`src/design/pcts_pkg.sv`:
```
// constants and types for the pipeline cycle timing and contention control
// Summary of operation
// RULE1: register, logical, shift and system arithmetic ops: one cycle, three stages.
// RULE2: unconditional branch occupies two issue cycles for the target redirect.
// RULE3: conditional branch 3/1 cycles, delayed conditional 2/1, taken/not taken.
// RULE4: status register load from general register: five cycles, five stages.
// RULE5: status register load from memory: seven cycles, seven stages, fetch contention.
// RULE6: stores issue in one cycle over four stages; memory stage contends with fetch.
// RULE7: loads issue in one cycle over five stages; load-use contention possible.
// RULE8: banked register store two cycles/five stages; others one or two, four stages.
// RULE9: transfers to/from multiply-accumulate registers: one cycle, four stages, contention.
// RULE10: single multiply at least one cycle, six stages, up to three under contention.
// RULE11: double multiply-accumulate at least two cycles, nine stages, up to five.
// RULE12: double multiply at least two cycles, nine stages, up to five.
// RULE13: accumulator/dsp to register: one cycle, five stages, several contention sources.
// RULE14: where two figures exist, base variant uses first, dsp variant second.
// RULE15: memory stage and fetch colliding stall fetch and hold later stages.
package pcts_pkg;

    // instruction classes delivered by the decoder
    typedef enum logic [3:0] {
        PCTS_REG_OP,
        PCTS_BRA,
        PCTS_BCOND,
        PCTS_BCOND_DLY,
        PCTS_LDC_SR,
        PCTS_LDCM_SR,
        PCTS_STORE,
        PCTS_LOAD,
        PCTS_STC_BANK,
        PCTS_STC_OTHER,
        PCTS_MAC_XFER,
        PCTS_MUL,
        PCTS_DMAC,
        PCTS_DMUL,
        PCTS_MAC_TO_REG
    } pcts_class_t;

    // controller states
    typedef enum logic [1:0] {
        PCTS_IDLE,
        PCTS_ISSUE,
        PCTS_MA
    } pcts_state_t;

    localparam int CYC_W = 3;
    localparam int STG_W = 4;

    // issue cycle figures
    localparam logic [2:0] CYC_ONE = 3'h1;
    localparam logic [2:0] CYC_BRA = 3'h2;
    localparam logic [2:0] CYC_BC_TAKEN = 3'h3;
    localparam logic [2:0] CYC_BC_NOT = 3'h1;
    localparam logic [2:0] CYC_BCD_TAKEN = 3'h2;
    localparam logic [2:0] CYC_LDC_SR = 3'h5;
    localparam logic [2:0] CYC_LDCM_SR = 3'h7;
    localparam logic [2:0] CYC_STC_BANK = 3'h2;
    localparam logic [2:0] CYC_STC_OTHER_BASE = 3'h1;
    localparam logic [2:0] CYC_STC_OTHER_DSP = 3'h2;
    localparam logic [2:0] CYC_MUL_MIN = 3'h1;
    localparam logic [2:0] CYC_MUL_MAX = 3'h3;
    localparam logic [2:0] CYC_DMUL_MIN = 3'h2;
    localparam logic [2:0] CYC_DMUL_MAX = 3'h5;
    localparam logic [2:0] CYC_PENALTY = 3'h1;

    // pipeline stage figures
    localparam logic [3:0] STG_3 = 4'h3;
    localparam logic [3:0] STG_4 = 4'h4;
    localparam logic [3:0] STG_5 = 4'h5;
    localparam logic [3:0] STG_6 = 4'h6;
    localparam logic [3:0] STG_7 = 4'h7;
    localparam logic [3:0] STG_9 = 4'h9;

endpackage

```
`src/design/pcts_pipe_timing.sv`:
```
// pipeline issue timing and memory path contention controller
`timescale 1ns/10ps
module pcts_pipe_timing (
    // clock and reset
    input wire logic core_clk,
    input wire logic resetn,
    // decoder handshake
    input wire logic dec_valid,
    input wire pcts_pkg::pcts_class_t dec_class,
    input wire logic dec_taken,
    input wire logic dec_uses_load,
    output logic dec_ready,
    // core variant, level
    input wire logic dsp_variant,
    // contention sources
    input wire logic if_req,
    input wire logic ma_done,
    input wire logic mult_busy,
    input wire logic dsp_busy,
    // pipeline control
    output logic ma_req,
    output logic fetch_stall,
    output logic hold_later,
    output logic pipe_busy,
    output logic [pcts_pkg::CYC_W-1:0] cur_cycles,
    output logic [pcts_pkg::STG_W-1:0] cur_stages
);
    import pcts_pkg::*;

    pcts_state_t state;
    pcts_state_t next_state;
    logic accept;
    logic cls_ma;
    logic cls_mult_extend;
    logic cls_load_use;
    logic cls_dsp_use;
    logic load_use_hit;
    logic [CYC_W-1:0] base_cyc;
    logic [CYC_W-1:0] eff_cyc;
    logic [CYC_W:0] sum_cyc;
    logic [STG_W-1:0] stg_lookup;
    logic last_was_load;
    logic pend_ma;
    logic next_pend_ma;
    logic next_dec_ready;
    logic next_fetch_stall;
    logic cnt_load;
    logic [CYC_W-1:0] cnt_val;
    logic [CYC_W-1:0] remaining;
    logic cnt_last;

    // issue-cycle figure per class, before load and dsp penalties
    function automatic logic [CYC_W-1:0] cyc_lookup(input pcts_class_t c, input logic taken,
        input logic dsp, input logic mbusy);
        logic [CYC_W-1:0] r;
        r = CYC_ONE;
        case (c)
            PCTS_REG_OP: r = CYC_ONE; // [RULE1]
            PCTS_BRA: r = CYC_BRA; // [RULE2]
            PCTS_BCOND: r = taken ? CYC_BC_TAKEN : CYC_BC_NOT; // [RULE3]
            PCTS_BCOND_DLY: r = taken ? CYC_BCD_TAKEN : CYC_BC_NOT; // [RULE3]
            PCTS_LDC_SR: r = CYC_LDC_SR; // [RULE4]
            PCTS_LDCM_SR: r = CYC_LDCM_SR; // [RULE5]
            PCTS_STORE: r = CYC_ONE; // [RULE6]
            PCTS_LOAD: r = CYC_ONE; // [RULE7]
            PCTS_STC_BANK: r = CYC_STC_BANK; // [RULE8]
            PCTS_STC_OTHER: r = dsp ? CYC_STC_OTHER_DSP : CYC_STC_OTHER_BASE; // [RULE8] [RULE14]
            PCTS_MAC_XFER: r = mbusy ? CYC_ONE + CYC_PENALTY : CYC_ONE; // [RULE9]
            PCTS_MUL: r = mbusy ? CYC_MUL_MAX : CYC_MUL_MIN; // [RULE10]
            PCTS_DMAC: r = mbusy ? CYC_DMUL_MAX : CYC_DMUL_MIN; // [RULE11]
            PCTS_DMUL: r = mbusy ? CYC_DMUL_MAX : CYC_DMUL_MIN; // [RULE12]
            PCTS_MAC_TO_REG: r = mbusy ? CYC_ONE + CYC_PENALTY : CYC_ONE; // [RULE13]
            default: r = CYC_ONE;
        endcase
        return r;
    endfunction

    // stage depth per class
    function automatic logic [STG_W-1:0] stg_of(input pcts_class_t c);
        logic [STG_W-1:0] s;
        s = STG_3;
        case (c)
            PCTS_REG_OP, PCTS_BRA, PCTS_BCOND, PCTS_BCOND_DLY: s = STG_3; // [RULE1] [RULE3]
            PCTS_LDC_SR: s = STG_5; // [RULE4]
            PCTS_LDCM_SR: s = STG_7; // [RULE5]
            PCTS_STORE, PCTS_STC_OTHER, PCTS_MAC_XFER: s = STG_4; // [RULE6] [RULE8] [RULE9]
            PCTS_LOAD, PCTS_STC_BANK, PCTS_MAC_TO_REG: s = STG_5; // [RULE7] [RULE8] [RULE13]
            PCTS_MUL: s = STG_6; // [RULE10]
            PCTS_DMAC, PCTS_DMUL: s = STG_9; // [RULE11] [RULE12]
            default: s = STG_3;
        endcase
        return s;
    endfunction

    // class decode: which ones own a memory access stage
    assign accept = dec_valid && dec_ready;
    assign cls_ma = !(dec_class == PCTS_REG_OP || dec_class == PCTS_BRA ||
        dec_class == PCTS_BCOND || dec_class == PCTS_BCOND_DLY ||
        dec_class == PCTS_LDC_SR); // [RULE5] [RULE6] [RULE7] [RULE9]
    assign cls_mult_extend = mult_busy;
    assign cls_load_use = (dec_class == PCTS_LOAD || dec_class == PCTS_MAC_TO_REG ||
        dec_class == PCTS_LDCM_SR);
    assign cls_dsp_use = (dec_class == PCTS_MAC_TO_REG) && dsp_busy; // [RULE13]
    assign load_use_hit = last_was_load && dec_uses_load; // [RULE7]

    // total cycles including load-use and dsp penalties; a load-use hit on the
    // memory status load needs an eighth cycle that three bits cannot hold, so it saturates
    assign base_cyc = cyc_lookup(dec_class, dec_taken, dsp_variant, cls_mult_extend);
    assign sum_cyc = {1'b0, base_cyc} + (load_use_hit ? {1'b0, CYC_PENALTY} : '0)
        + (cls_dsp_use ? {1'b0, CYC_PENALTY} : '0); // [RULE7] [RULE13]
    assign eff_cyc = sum_cyc[CYC_W] ? '1 : sum_cyc[CYC_W-1:0];
    assign stg_lookup = stg_of(dec_class);

    // counter holds the issue cycles still owed after the accept cycle
    assign cnt_load = accept && (eff_cyc > CYC_ONE);
    assign cnt_val = eff_cyc - CYC_ONE;

    pcts_cycle_counter u_cnt (
        .core_clk(core_clk),
        .resetn(resetn),
        .load(cnt_load),
        .load_val(cnt_val),
        .remaining(remaining),
        .last(cnt_last)
    );

    // sequencing; the memory stage blocks further issue until it completes
    always_comb begin
        next_state = state;
        next_pend_ma = pend_ma;
        case (state)
            PCTS_IDLE: begin
                if (accept) begin
                    next_pend_ma = cls_ma;
                    if (eff_cyc > CYC_ONE) begin
                        next_state = PCTS_ISSUE; // [RULE2] [RULE4]
                    end else if (cls_ma) begin
                        next_state = PCTS_MA; // [RULE6]
                    end
                end
            end
            PCTS_ISSUE: begin
                if (cnt_last) begin
                    next_state = pend_ma ? PCTS_MA : PCTS_IDLE;
                end
            end
            PCTS_MA: begin
                if (ma_done) begin
                    next_state = PCTS_IDLE; // [RULE15]
                    next_pend_ma = 1'b0;
                end
            end
            default: begin
                next_state = PCTS_IDLE;
                next_pend_ma = 1'b0;
            end
        endcase
    end

    // registered outputs derive from the next state so they line up with it
    assign next_dec_ready = (next_state == PCTS_IDLE);
    assign next_fetch_stall = (next_state == PCTS_MA) && if_req; // [RULE15]

    always_ff @(posedge core_clk or negedge resetn) begin
        if (!resetn) begin
            state <= PCTS_IDLE;
            pend_ma <= 1'b0;
        end else begin
            state <= next_state;
            pend_ma <= next_pend_ma;
        end
    end

    // pipeline control flops
    always_ff @(posedge core_clk or negedge resetn) begin
        if (!resetn) begin
            dec_ready <= 1'b1;
            ma_req <= 1'b0;
            fetch_stall <= 1'b0;
            hold_later <= 1'b0;
            pipe_busy <= 1'b0;
        end else begin
            dec_ready <= next_dec_ready;
            ma_req <= (next_state == PCTS_MA); // [RULE5] [RULE6]
            fetch_stall <= next_fetch_stall; // [RULE15]
            hold_later <= next_fetch_stall; // [RULE15]
            pipe_busy <= (next_state != PCTS_IDLE);
        end
    end

    // figures of the instruction last accepted; a load leaves a load-use shadow
    always_ff @(posedge core_clk or negedge resetn) begin
        if (!resetn) begin
            cur_cycles <= '0;
            cur_stages <= '0;
            last_was_load <= 1'b0;
        end else if (accept) begin
            cur_cycles <= eff_cyc;
            cur_stages <= stg_lookup;
            last_was_load <= cls_load_use; // [RULE7]
        end
    end
endmodule

```
`src/design/pcts_cycle_counter.sv`:
```
// down counter that times the remaining issue cycles of one instruction
`timescale 1ns/10ps
module pcts_cycle_counter (
    // clock and reset
    input wire logic core_clk,
    input wire logic resetn,
    // control
    input wire logic load,
    input wire logic [pcts_pkg::CYC_W-1:0] load_val,
    // state
    output logic [pcts_pkg::CYC_W-1:0] remaining,
    output logic last
);
    import pcts_pkg::*;

    logic [CYC_W-1:0] next_remaining;

    // load wins; otherwise count down and park at zero
    assign next_remaining = load ? load_val :
        (remaining != '0) ? remaining - CYC_ONE : remaining;
    assign last = (remaining == CYC_ONE);

    always_ff @(posedge core_clk or negedge resetn) begin
        if (!resetn) begin
            remaining <= '0;
        end else begin
            remaining <= next_remaining;
        end
    end

endmodule

```
`config.mk`:
```
export PLATFORM = sky130hd
export DESIGN_NAME = pcts_pipe_timing
export DESIGN_NICKNAME = d
export VERILOG_FILES = /design/src/design/pcts_pkg.sv /design/src/design/pcts_pipe_timing.sv /design/src/design/pcts_cycle_counter.sv
export SDC_FILE = /design/constraint.sdc
export NUM_CORES = 1
export LEC_CHECK = 0
export BUFFER_PORTS_ARGS = -buffer_cell sky130_fd_sc_hd__buf_2
export CAP_MARGIN = 0
export CORE_UTILIZATION = 53
export CTS_CLUSTER_DIAMETER = 120
export DETAILED_ROUTE_END_ITERATION = 10
export GPL_TIMING_DRIVEN = 0
export PLACE_DENSITY = 0.78
export REMOVE_ABC_BUFFERS = 1
export SLEW_MARGIN = 10
export SYNTH_ARGS = -nofsm -noshare
export SYNTH_HDL_FRONTEND = slang
export SYNTH_SLANG_ARGS = --single-unit
export TNS_END_PERCENT = 10
```
`constraint.sdc`:
```
create_clock -name core_clk -period 3.06 [get_ports core_clk]
set_input_delay 0.459 -clock core_clk [delete_from_list [all_inputs] [get_ports core_clk]]
set_output_delay 0.459 -clock core_clk [all_outputs]
set_load 0.02 [all_outputs]
```
=== Word level (Yosys, flattened, before mapping) ===
Memories as Yosys holds them, arrays and structs flattened. A register that Yosys moved wholly into a read port is not among the register bits.
Index checks and enable logic that the tools add are counted.
W data, S select, Z words.

* ROM bits: 64
* Output and inout port bits: 12
* Memories kept: 1
* Register bits: 14
* Word-level logic and storage cells: 80
* Input bits: 14

{| class="wikitable"
|+ Memories
! name !! depth !! bits a word !! read ports !! clocked after memory_dff !! wr ports !! line !! source
|-
| (no name shown) || 16 || 4 || 1 || 1 || 0 || pcts_pipe_timing.sv:82 || <nowiki>case (c)</nowiki>
|}

* Bitwise gates (word level): 1
* Order comparisons: 1
* Equal/unequal tests: 19
* Reduce and logical (&&, ||, !) cells: 23
* Add/sub/neg operators: 4
* Mux-type cells: 22

{| class="wikitable"
|+ Operator list
! cell !! number
|-
| $eq A4 B4 Y1 const B || 7
|-
| $pmux W3 S9 || 1
|-
| $mux W2 || 11
|-
| $eq A4 B3 Y1 const B || 3
|-
| $mux W3 || 4
|-
| $eq A4 B2 Y1 const B || 2
|-
| $logic_or A1 B1 Y1 || 6
|-
| $pmux W2 S3 || 1
|-
| $reduce_or A2 Y1 || 3
|-
| $sub A3 B1 Y3 const B || 2
|-
| $logic_and A1 B1 Y1 || 5
|-
| $add A3 B1 Y4 || 1
|-
| $add A4 B1 Y4 || 1
|-
| $eq A2 B2 Y1 const B || 2
|-
| $eq A4 B1 Y1 const B || 1
|-
| $logic_not A2 Y1 || 2
|-
| $logic_not A4 Y1 || 1
|-
| $mux W1 || 4
|-
| $ne A2 B2 Y1 const B || 2
|-
| $reduce_bool A2 Y1 || 2
|-
| $eq A3 B1 Y1 const B || 1
|-
| $gt A3 B1 Y1 const B || 1
|-
| $pmux W1 S3 || 1
|-
| $reduce_and A3 Y1 || 1
|-
| other kinds (4) || 5
|}

=== Logic depth before layout (Yosys ltp) ===
* Depth in word-level cells: 12
* Mapped depth: 13
* Gate-level depth less buffers: 12

=== Modules after synthesis ===
A second synthesis with hierarchy kept.

* Cell total of the unflattened synthesis: 140
* Area total of the unflattened synthesis: 1249.9 µm²

{| class="wikitable"
|+ Modules (own cells, without submodules)
! module !! instances !! area each (µm²) !! cells each !! seq. area each (µm²)
|-
| pcts_pipe_timing || 1 || 1033.5 || 118 || 376.6
|-
| pcts_cycle_counter || 1 || 216.5 || 22 || 75.1
|}

=== Worst setup path after synthesis ===
Ideal clock, no wire load.

* Path kind: input to register
* Start: in dec_class[1]
* End: reg hold_later
* Cell stages on the path: 11
* Data required time: 2.994 ns
* Setup time: 0.066 ns
* Path slack: -0.123 ns
* Arrival time: 3.117 ns
* Buffers on the path: 1
* Cells stage by stage: clkbuf_1 -> nor2b_1 -> nand2_1 -> o21ai_0 -> a21o_1 -> o21ai_0 -> fa_1 -> ha_1 -> or4_4 -> o41ai_4 -> and2_1

* Word-level cells in the longest chain between the ends: 12
* Elaborated cells between the ends (all ways): 33
* Those cells by class: add/sub (2); order compare (1); eq/ne (13); mux (7); reduce/logical (10)

{| class="wikitable"
|+ Ends and longest elaborated chain
! element !! line !! source
|-
| from (decl) || pcts_pipe_timing.sv:9 || <nowiki>input wire pcts_pkg::pcts_class_t dec_class,</nowiki>
|-
| $eq A4 B4 Y1 (tied with other cells) || pcts_pipe_timing.sv:57, pcts_pipe_timing.sv:103 ||
|-
| $reduce_or A2 Y1 (no source line) || n/a ||
|-
| $pmux W3 S9 || pcts_pipe_timing.sv:57 || <nowiki>case (c)</nowiki>
|-
| $add A3 B1 Y4 || pcts_pipe_timing.sv:109 || <nowiki>assign sum_cyc = {1'b0, base_cyc} + (load_use_hit ? {1'b0, CYC_PENALTY} : '0)</nowiki>
|-
| $add A4 B1 Y4 || pcts_pipe_timing.sv:110 || <nowiki>+ (cls_dsp_use ? {1'b0, CYC_PENALTY} : '0);</nowiki>
|-
| $mux W3 || pcts_pipe_timing.sv:111 || <nowiki>assign eff_cyc = sum_cyc[CYC_W] ? '1 : sum_cyc[CYC_W-1:0];</nowiki>
|-
| $gt A3 B1 Y1 || pcts_pipe_timing.sv:135 || <nowiki>if (eff_cyc > CYC_ONE) begin</nowiki>
|-
| $mux W2 (*) || pcts_pipe_timing.sv:135 ||
|-
| $mux W2 (*) || pcts_pipe_timing.sv:133 || <nowiki>if (accept) begin</nowiki>
|-
| $pmux W2 S3 (*) || pcts_pipe_timing.sv:131 || <nowiki>case (state)</nowiki>
|-
| net next_state[1] || pcts_pipe_timing.sv:31 || <nowiki>pcts_state_t next_state;</nowiki>
|-
| $eq A2 B2 Y1 (*) || pcts_pipe_timing.sv:162 || <nowiki>assign next_fetch_stall = (next_state == PCTS_MA) && if_req;</nowiki>
|-
| $logic_and A1 B1 Y1 (*) || pcts_pipe_timing.sv:162 ||
|-
| net next_fetch_stall || pcts_pipe_timing.sv:46 || <nowiki>logic next_fetch_stall;</nowiki>
|-
| to (signal assigned) || pcts_pipe_timing.sv:186 || <nowiki>hold_later <= next_fetch_stall;</nowiki>
|-
| to (decl) || pcts_pipe_timing.sv:23 || <nowiki>output logic hold_later,</nowiki>
|}

The timed path passes the listed nets; every way through them passes the cells marked *.
A chain may end at the register's enable or synchronous reset.

=== Worst setup path after layout ===
Same ends and word-level chain as after synthesis.

==> impl.org <==
** Logic synthesis
- Fraction of post-synthesis cell area in the top cell type by area :: 0.367
- Count of flip-flops with a built-in enable after synthesis :: 0
- Most used flip-flop cell after synthesis :: dfrtp_1
- Sequential-to-total area share from yosys stat :: 0.389
- Summing every instance area after synthesis gives 1160 sq um.
- Seq cells post-synth :: 18
- In the synthesized netlist, the number of instances is 130.
- The synthesized netlist contains 39 unique library cells.
- Counting flops with an async set or reset pin after synthesis yields a share of 1.00.
- Synthesis warning total :: 0
- After synthesis, the mean cell area works out to 8.92 sq um.
- The biggest area contributor in the post-synthesis netlist is dfrtp_1.
- After synthesis, the cell types taking the most area are dfrtp_1, nand2_1, ha_1.

** Timing
- Count of final hold-check violations :: 0
- Post-Route Skew :: 3.13 ps
- Setup repair after global routing left no endpoint under its margin.
- In this run the tightest slew margin relative to its limit is 0.620.
- Actual transition at the worst max-transition pin :: 569 ps
- Max-slew violation count :: 0
- Minimum period implied by the final worst setup slack :: 2890 ps
- Hold timing on the final database bottoms out at a slack of 84.8 ps.
- Summed over all failing endpoints, the final setup total negative slack is 0 ps.
- Setup-violating endpoint count in the final report :: 0
- Final clock period utilization by the worst path :: 0.945
- Derived from the worst setup path, the maximum achievable clock frequency is 0.346 GHz.

** Critical path
- The critical path crosses 11 cells after its start point.
- Counting stages on the worst path, the most repeated cell is o21ai_0.
- Req. time, crit path :: 3290 ps
- Setup crit start kind :: input pin
- Category of the worst setup path capture point :: flop
- Following the worst setup path forward leads to its endpoint at hold_later.
- The worst setup path is of the input pin to flop kind.
- Arrival time at the worst endpoint :: 3120 ps
- On the critical path the largest part of the delay comes from simple AND/OR/NAND/NOR gates.
- Worst Path Max Fanout :: 12
- The worst register-to-register path begins at last_was_load.
- In this run the register-to-register setup slack is 620 ps.
- Slowest cell on the critical path :: or4_4
- Crit Reg-Reg Endpoint :: hold_later
- Walking the worst path, the cells encountered are buf_2 > nor2b_4 > nand2_1 > o21ai_0 > a21o_1 > o21ai_0 > fa_1 > ha_4 > or4_4 > o41ai_4 > and2_1.
- In this run the worst setup path begins at dec_class[1].
- Critical path's largest stage delay :: 580 ps
- Counting cells, the worst reg-to-reg path comes to 6.
- Together, buffers and inverters on the worst path number 1.

** Clock network
- After clock tree synthesis, the clock-pin slew on the worst setup and hold paths is 100 ps.
- Postcts setup bufs :: 0
- The clock passes through at most 2 buffers.
- TritonCTS built the clock tree.
- Counting the buffers created by CTS gives 3.
- Latest clock arrival within the worst-skew pair :: 280 ps
- Deepest level of the CTS H-tree :: 1
- The cell sitting at the root of the clock tree is a clkbuf_4.
- Sink count of the clock tree :: 18

** Finish
- In the final layout, the share of cells above drive strength 1 is 0.265.
- The number of antenna diodes in the final layout is 0.
- The final layout contains 172 nets.
- Total of fill cells in the finished design :: 173
- Area growth syn-to-layout :: 14.6%
- Final standard cell utilization of the core :: 0.664

** Global routing
- Total track usage :: 0.212
- Entering global routing, the biggest net connects 21 pins.
- GRT overflow :: 0
- The first global-routing pass estimated 3.88 mm of wire.
- Initial antenna violation count :: 0
- The number of global-route vias before repair is 912.

** Drt
- Number of vias per cell :: 5.50
- DR iter-0 viols :: 19
- Vias :: 979
- In this run the remaining antenna-violating nets after routing total 0.
- The first detailed-routing pass ran for 4 iterations.
- Final Routed Wirelength :: 2.20 mm
- Routed length per instance :: 12.3 um
- DRC violation count after routing :: 0

** Placement
- IO buf count :: 25
- Detailed placement ended at an HPWL of 1.68 mm.
- RD Place Congestion :: 0.782

** Pwr
- Across the VDD grid, the largest voltage drop is 0.000441 V.
- Power spread over the standard cell area amounts to 784 nW/um^2.
- Power spent charging and discharging nets :: 0.000433 W
- Internal power summed over all cells :: 0.000608 W
- The share of total power dissipated in the clock network is 0.115.
- The share of total power dissipated in sequential elements is 0.399.
- Of the total power, the share spent switching nets is 0.416.
- Combinational share of power :: 0.486
- Cell leakage power :: 0.640 nW

** Flow run
- # Max-Cap Violations :: 0

** Floorplanning
- In this run the core area contains 16 standard-cell rows.
- The die covers 2380 sq um.
- In this run the horizontal extent of the chip is 48.8 um.
- Initial Util :: 0.579
- The die is 48.8 um tall.
- Pin placement for this block handled 26 I/O pins.
- After floorplanning, the core was sized to cover 2000 sq um.

** Hold path
- Class of the most critical hold timing path :: input pin to asynchronous set/reset pin

** Outcome
- Result of the run :: completed
-- kinds of logic after synthesis --
kind of cell	Yosys count	share of synthesized area
adder cells (fa/ha/maj)	6	0.0712
AO/OA/AOI/OAI	33	0.200
AND/OR/NAND/NOR	55	0.238
multiplexers	5	0.0453
buffers and inverters	12	0.0485
XOR/XNOR	1	0.00755
flip-flops	18	0.389
-- state kept, by name, indices dropped and copies added, names as in the netlist --
register,cells
cur_stages,4
ma_req,1
u_cnt.remaining,3
cur_cycles,3
last_was_load,1
pend_ma,1
pipe_busy,1
hold_later,1
state,2
dec_ready,1
-- through the flow --
| step | cell area, sq um | worst slack, ps | total power, W | cells |
|---|---|---|---|---|
| global route | 1330 | 55.4 | 0.00114 | 178 |
| detailed placement | 1280 | -276 | 0.000925 | 174 |
| global placement | 1280 | -228 | 0.000901 | 174 |
| floorplan | 1120 | 155 | 0.000773 | 122 |
| CTS | 1300 | 28.8 | 0.00105 | 178 |
| finish | 1330 | 169 | 0.00104 | 178 |
-- placed cells by master, fill, tap and decap left out, drive strengths merged, types with 3 or more instances in the layout --
cell type  instances
a21oi              6
buf               25
clkbuf             4
dfrtp             17
ha                 5
inv                4
mux2i              3
nand2             17
nand2b             4
nand3              3
nor2              12
nor3               6
o21ai             12
-- area by class of cell --
type                       instances  area [sq um]  share of cell area
multi-input combinational        100           677               0.509
sequential                        18           452               0.340
timing repair buffer              25           125              0.0942
tap                               27          33.8              0.0254
clock buffer                       4          26.3              0.0198
inverter                           4          15.0              0.0113
-- how the worst min path moves through the flow --
stage                     startpoint            endpoint  depth (start not counted)
final                         resetn  u_cnt.remaining[0]                          1
after global placement        resetn              ma_req                          1
after detailed placement      resetn              ma_req                          1
after floorplan               resetn       cur_cycles[0]                          0
after CTS                     resetn              ma_req                          1
after global routing          resetn  u_cnt.remaining[0]                          1
-- metal layers --
| layer | vias to the layer above | part of all wire | global-route usage |
|---|---|---|---|
| li1 | 499 | - | - |
| met2 | 21 | 0.47 | 0.333 |
| met5 | - | 0 | 0 |
| met1 | 457 | 0.49 | 0.296 |
| met4 | 0 | 0.010 | 0.103 |
| met3 | 2 | 0.033 | 0.0187 |
-- power by group through the flow --
stage	combinational (W)	sequential, W	clock, W
after floorplan	0.000282	0.000491	0
after global placement	0.000486	0.000415	0
after detailed placement	0.000504	0.000422	0
after CTS	0.000505	0.000417	0.000125
after global routing	0.000570	0.000433	0.000133
final	0.000506	0.000415	0.000120
-- worst reg2reg max path: stages, from the launching register on --
cell and delay [ps]:
dfrtp_1 410, and2_1 170, fa_1 430, ha_4 280, or4_4 580, o41ai_4 350
and2_1 160
-- synth_stat cells (2+ instances only) --
library cell / number
inv_1: 4
o21a_1: 2
o21ai_0: 12
or2_2: 2
mux2_2: 2
nor2_1: 12
nor3_1: 6
and2_1: 2
nor2b_1: 2
clkbuf_1: 6
nand3_1: 3
ha_1: 5
nand3b_1: 2
a31oi_1: 2
mux2i_1: 3
a21oi_1: 6
nand2_1: 17
dfrtp_1: 17
o31ai_1: 2
nand2b_1: 4
-- timing repair --
action | in CTS | in global routing
hold endpoints to repair | 0 | 0
resized for setup | 0 | 5
hold buffers | 0 | 0
endpoints found under the setup margin | 0 | 7
Note: power is estimated with default switching activity, not from simulation.
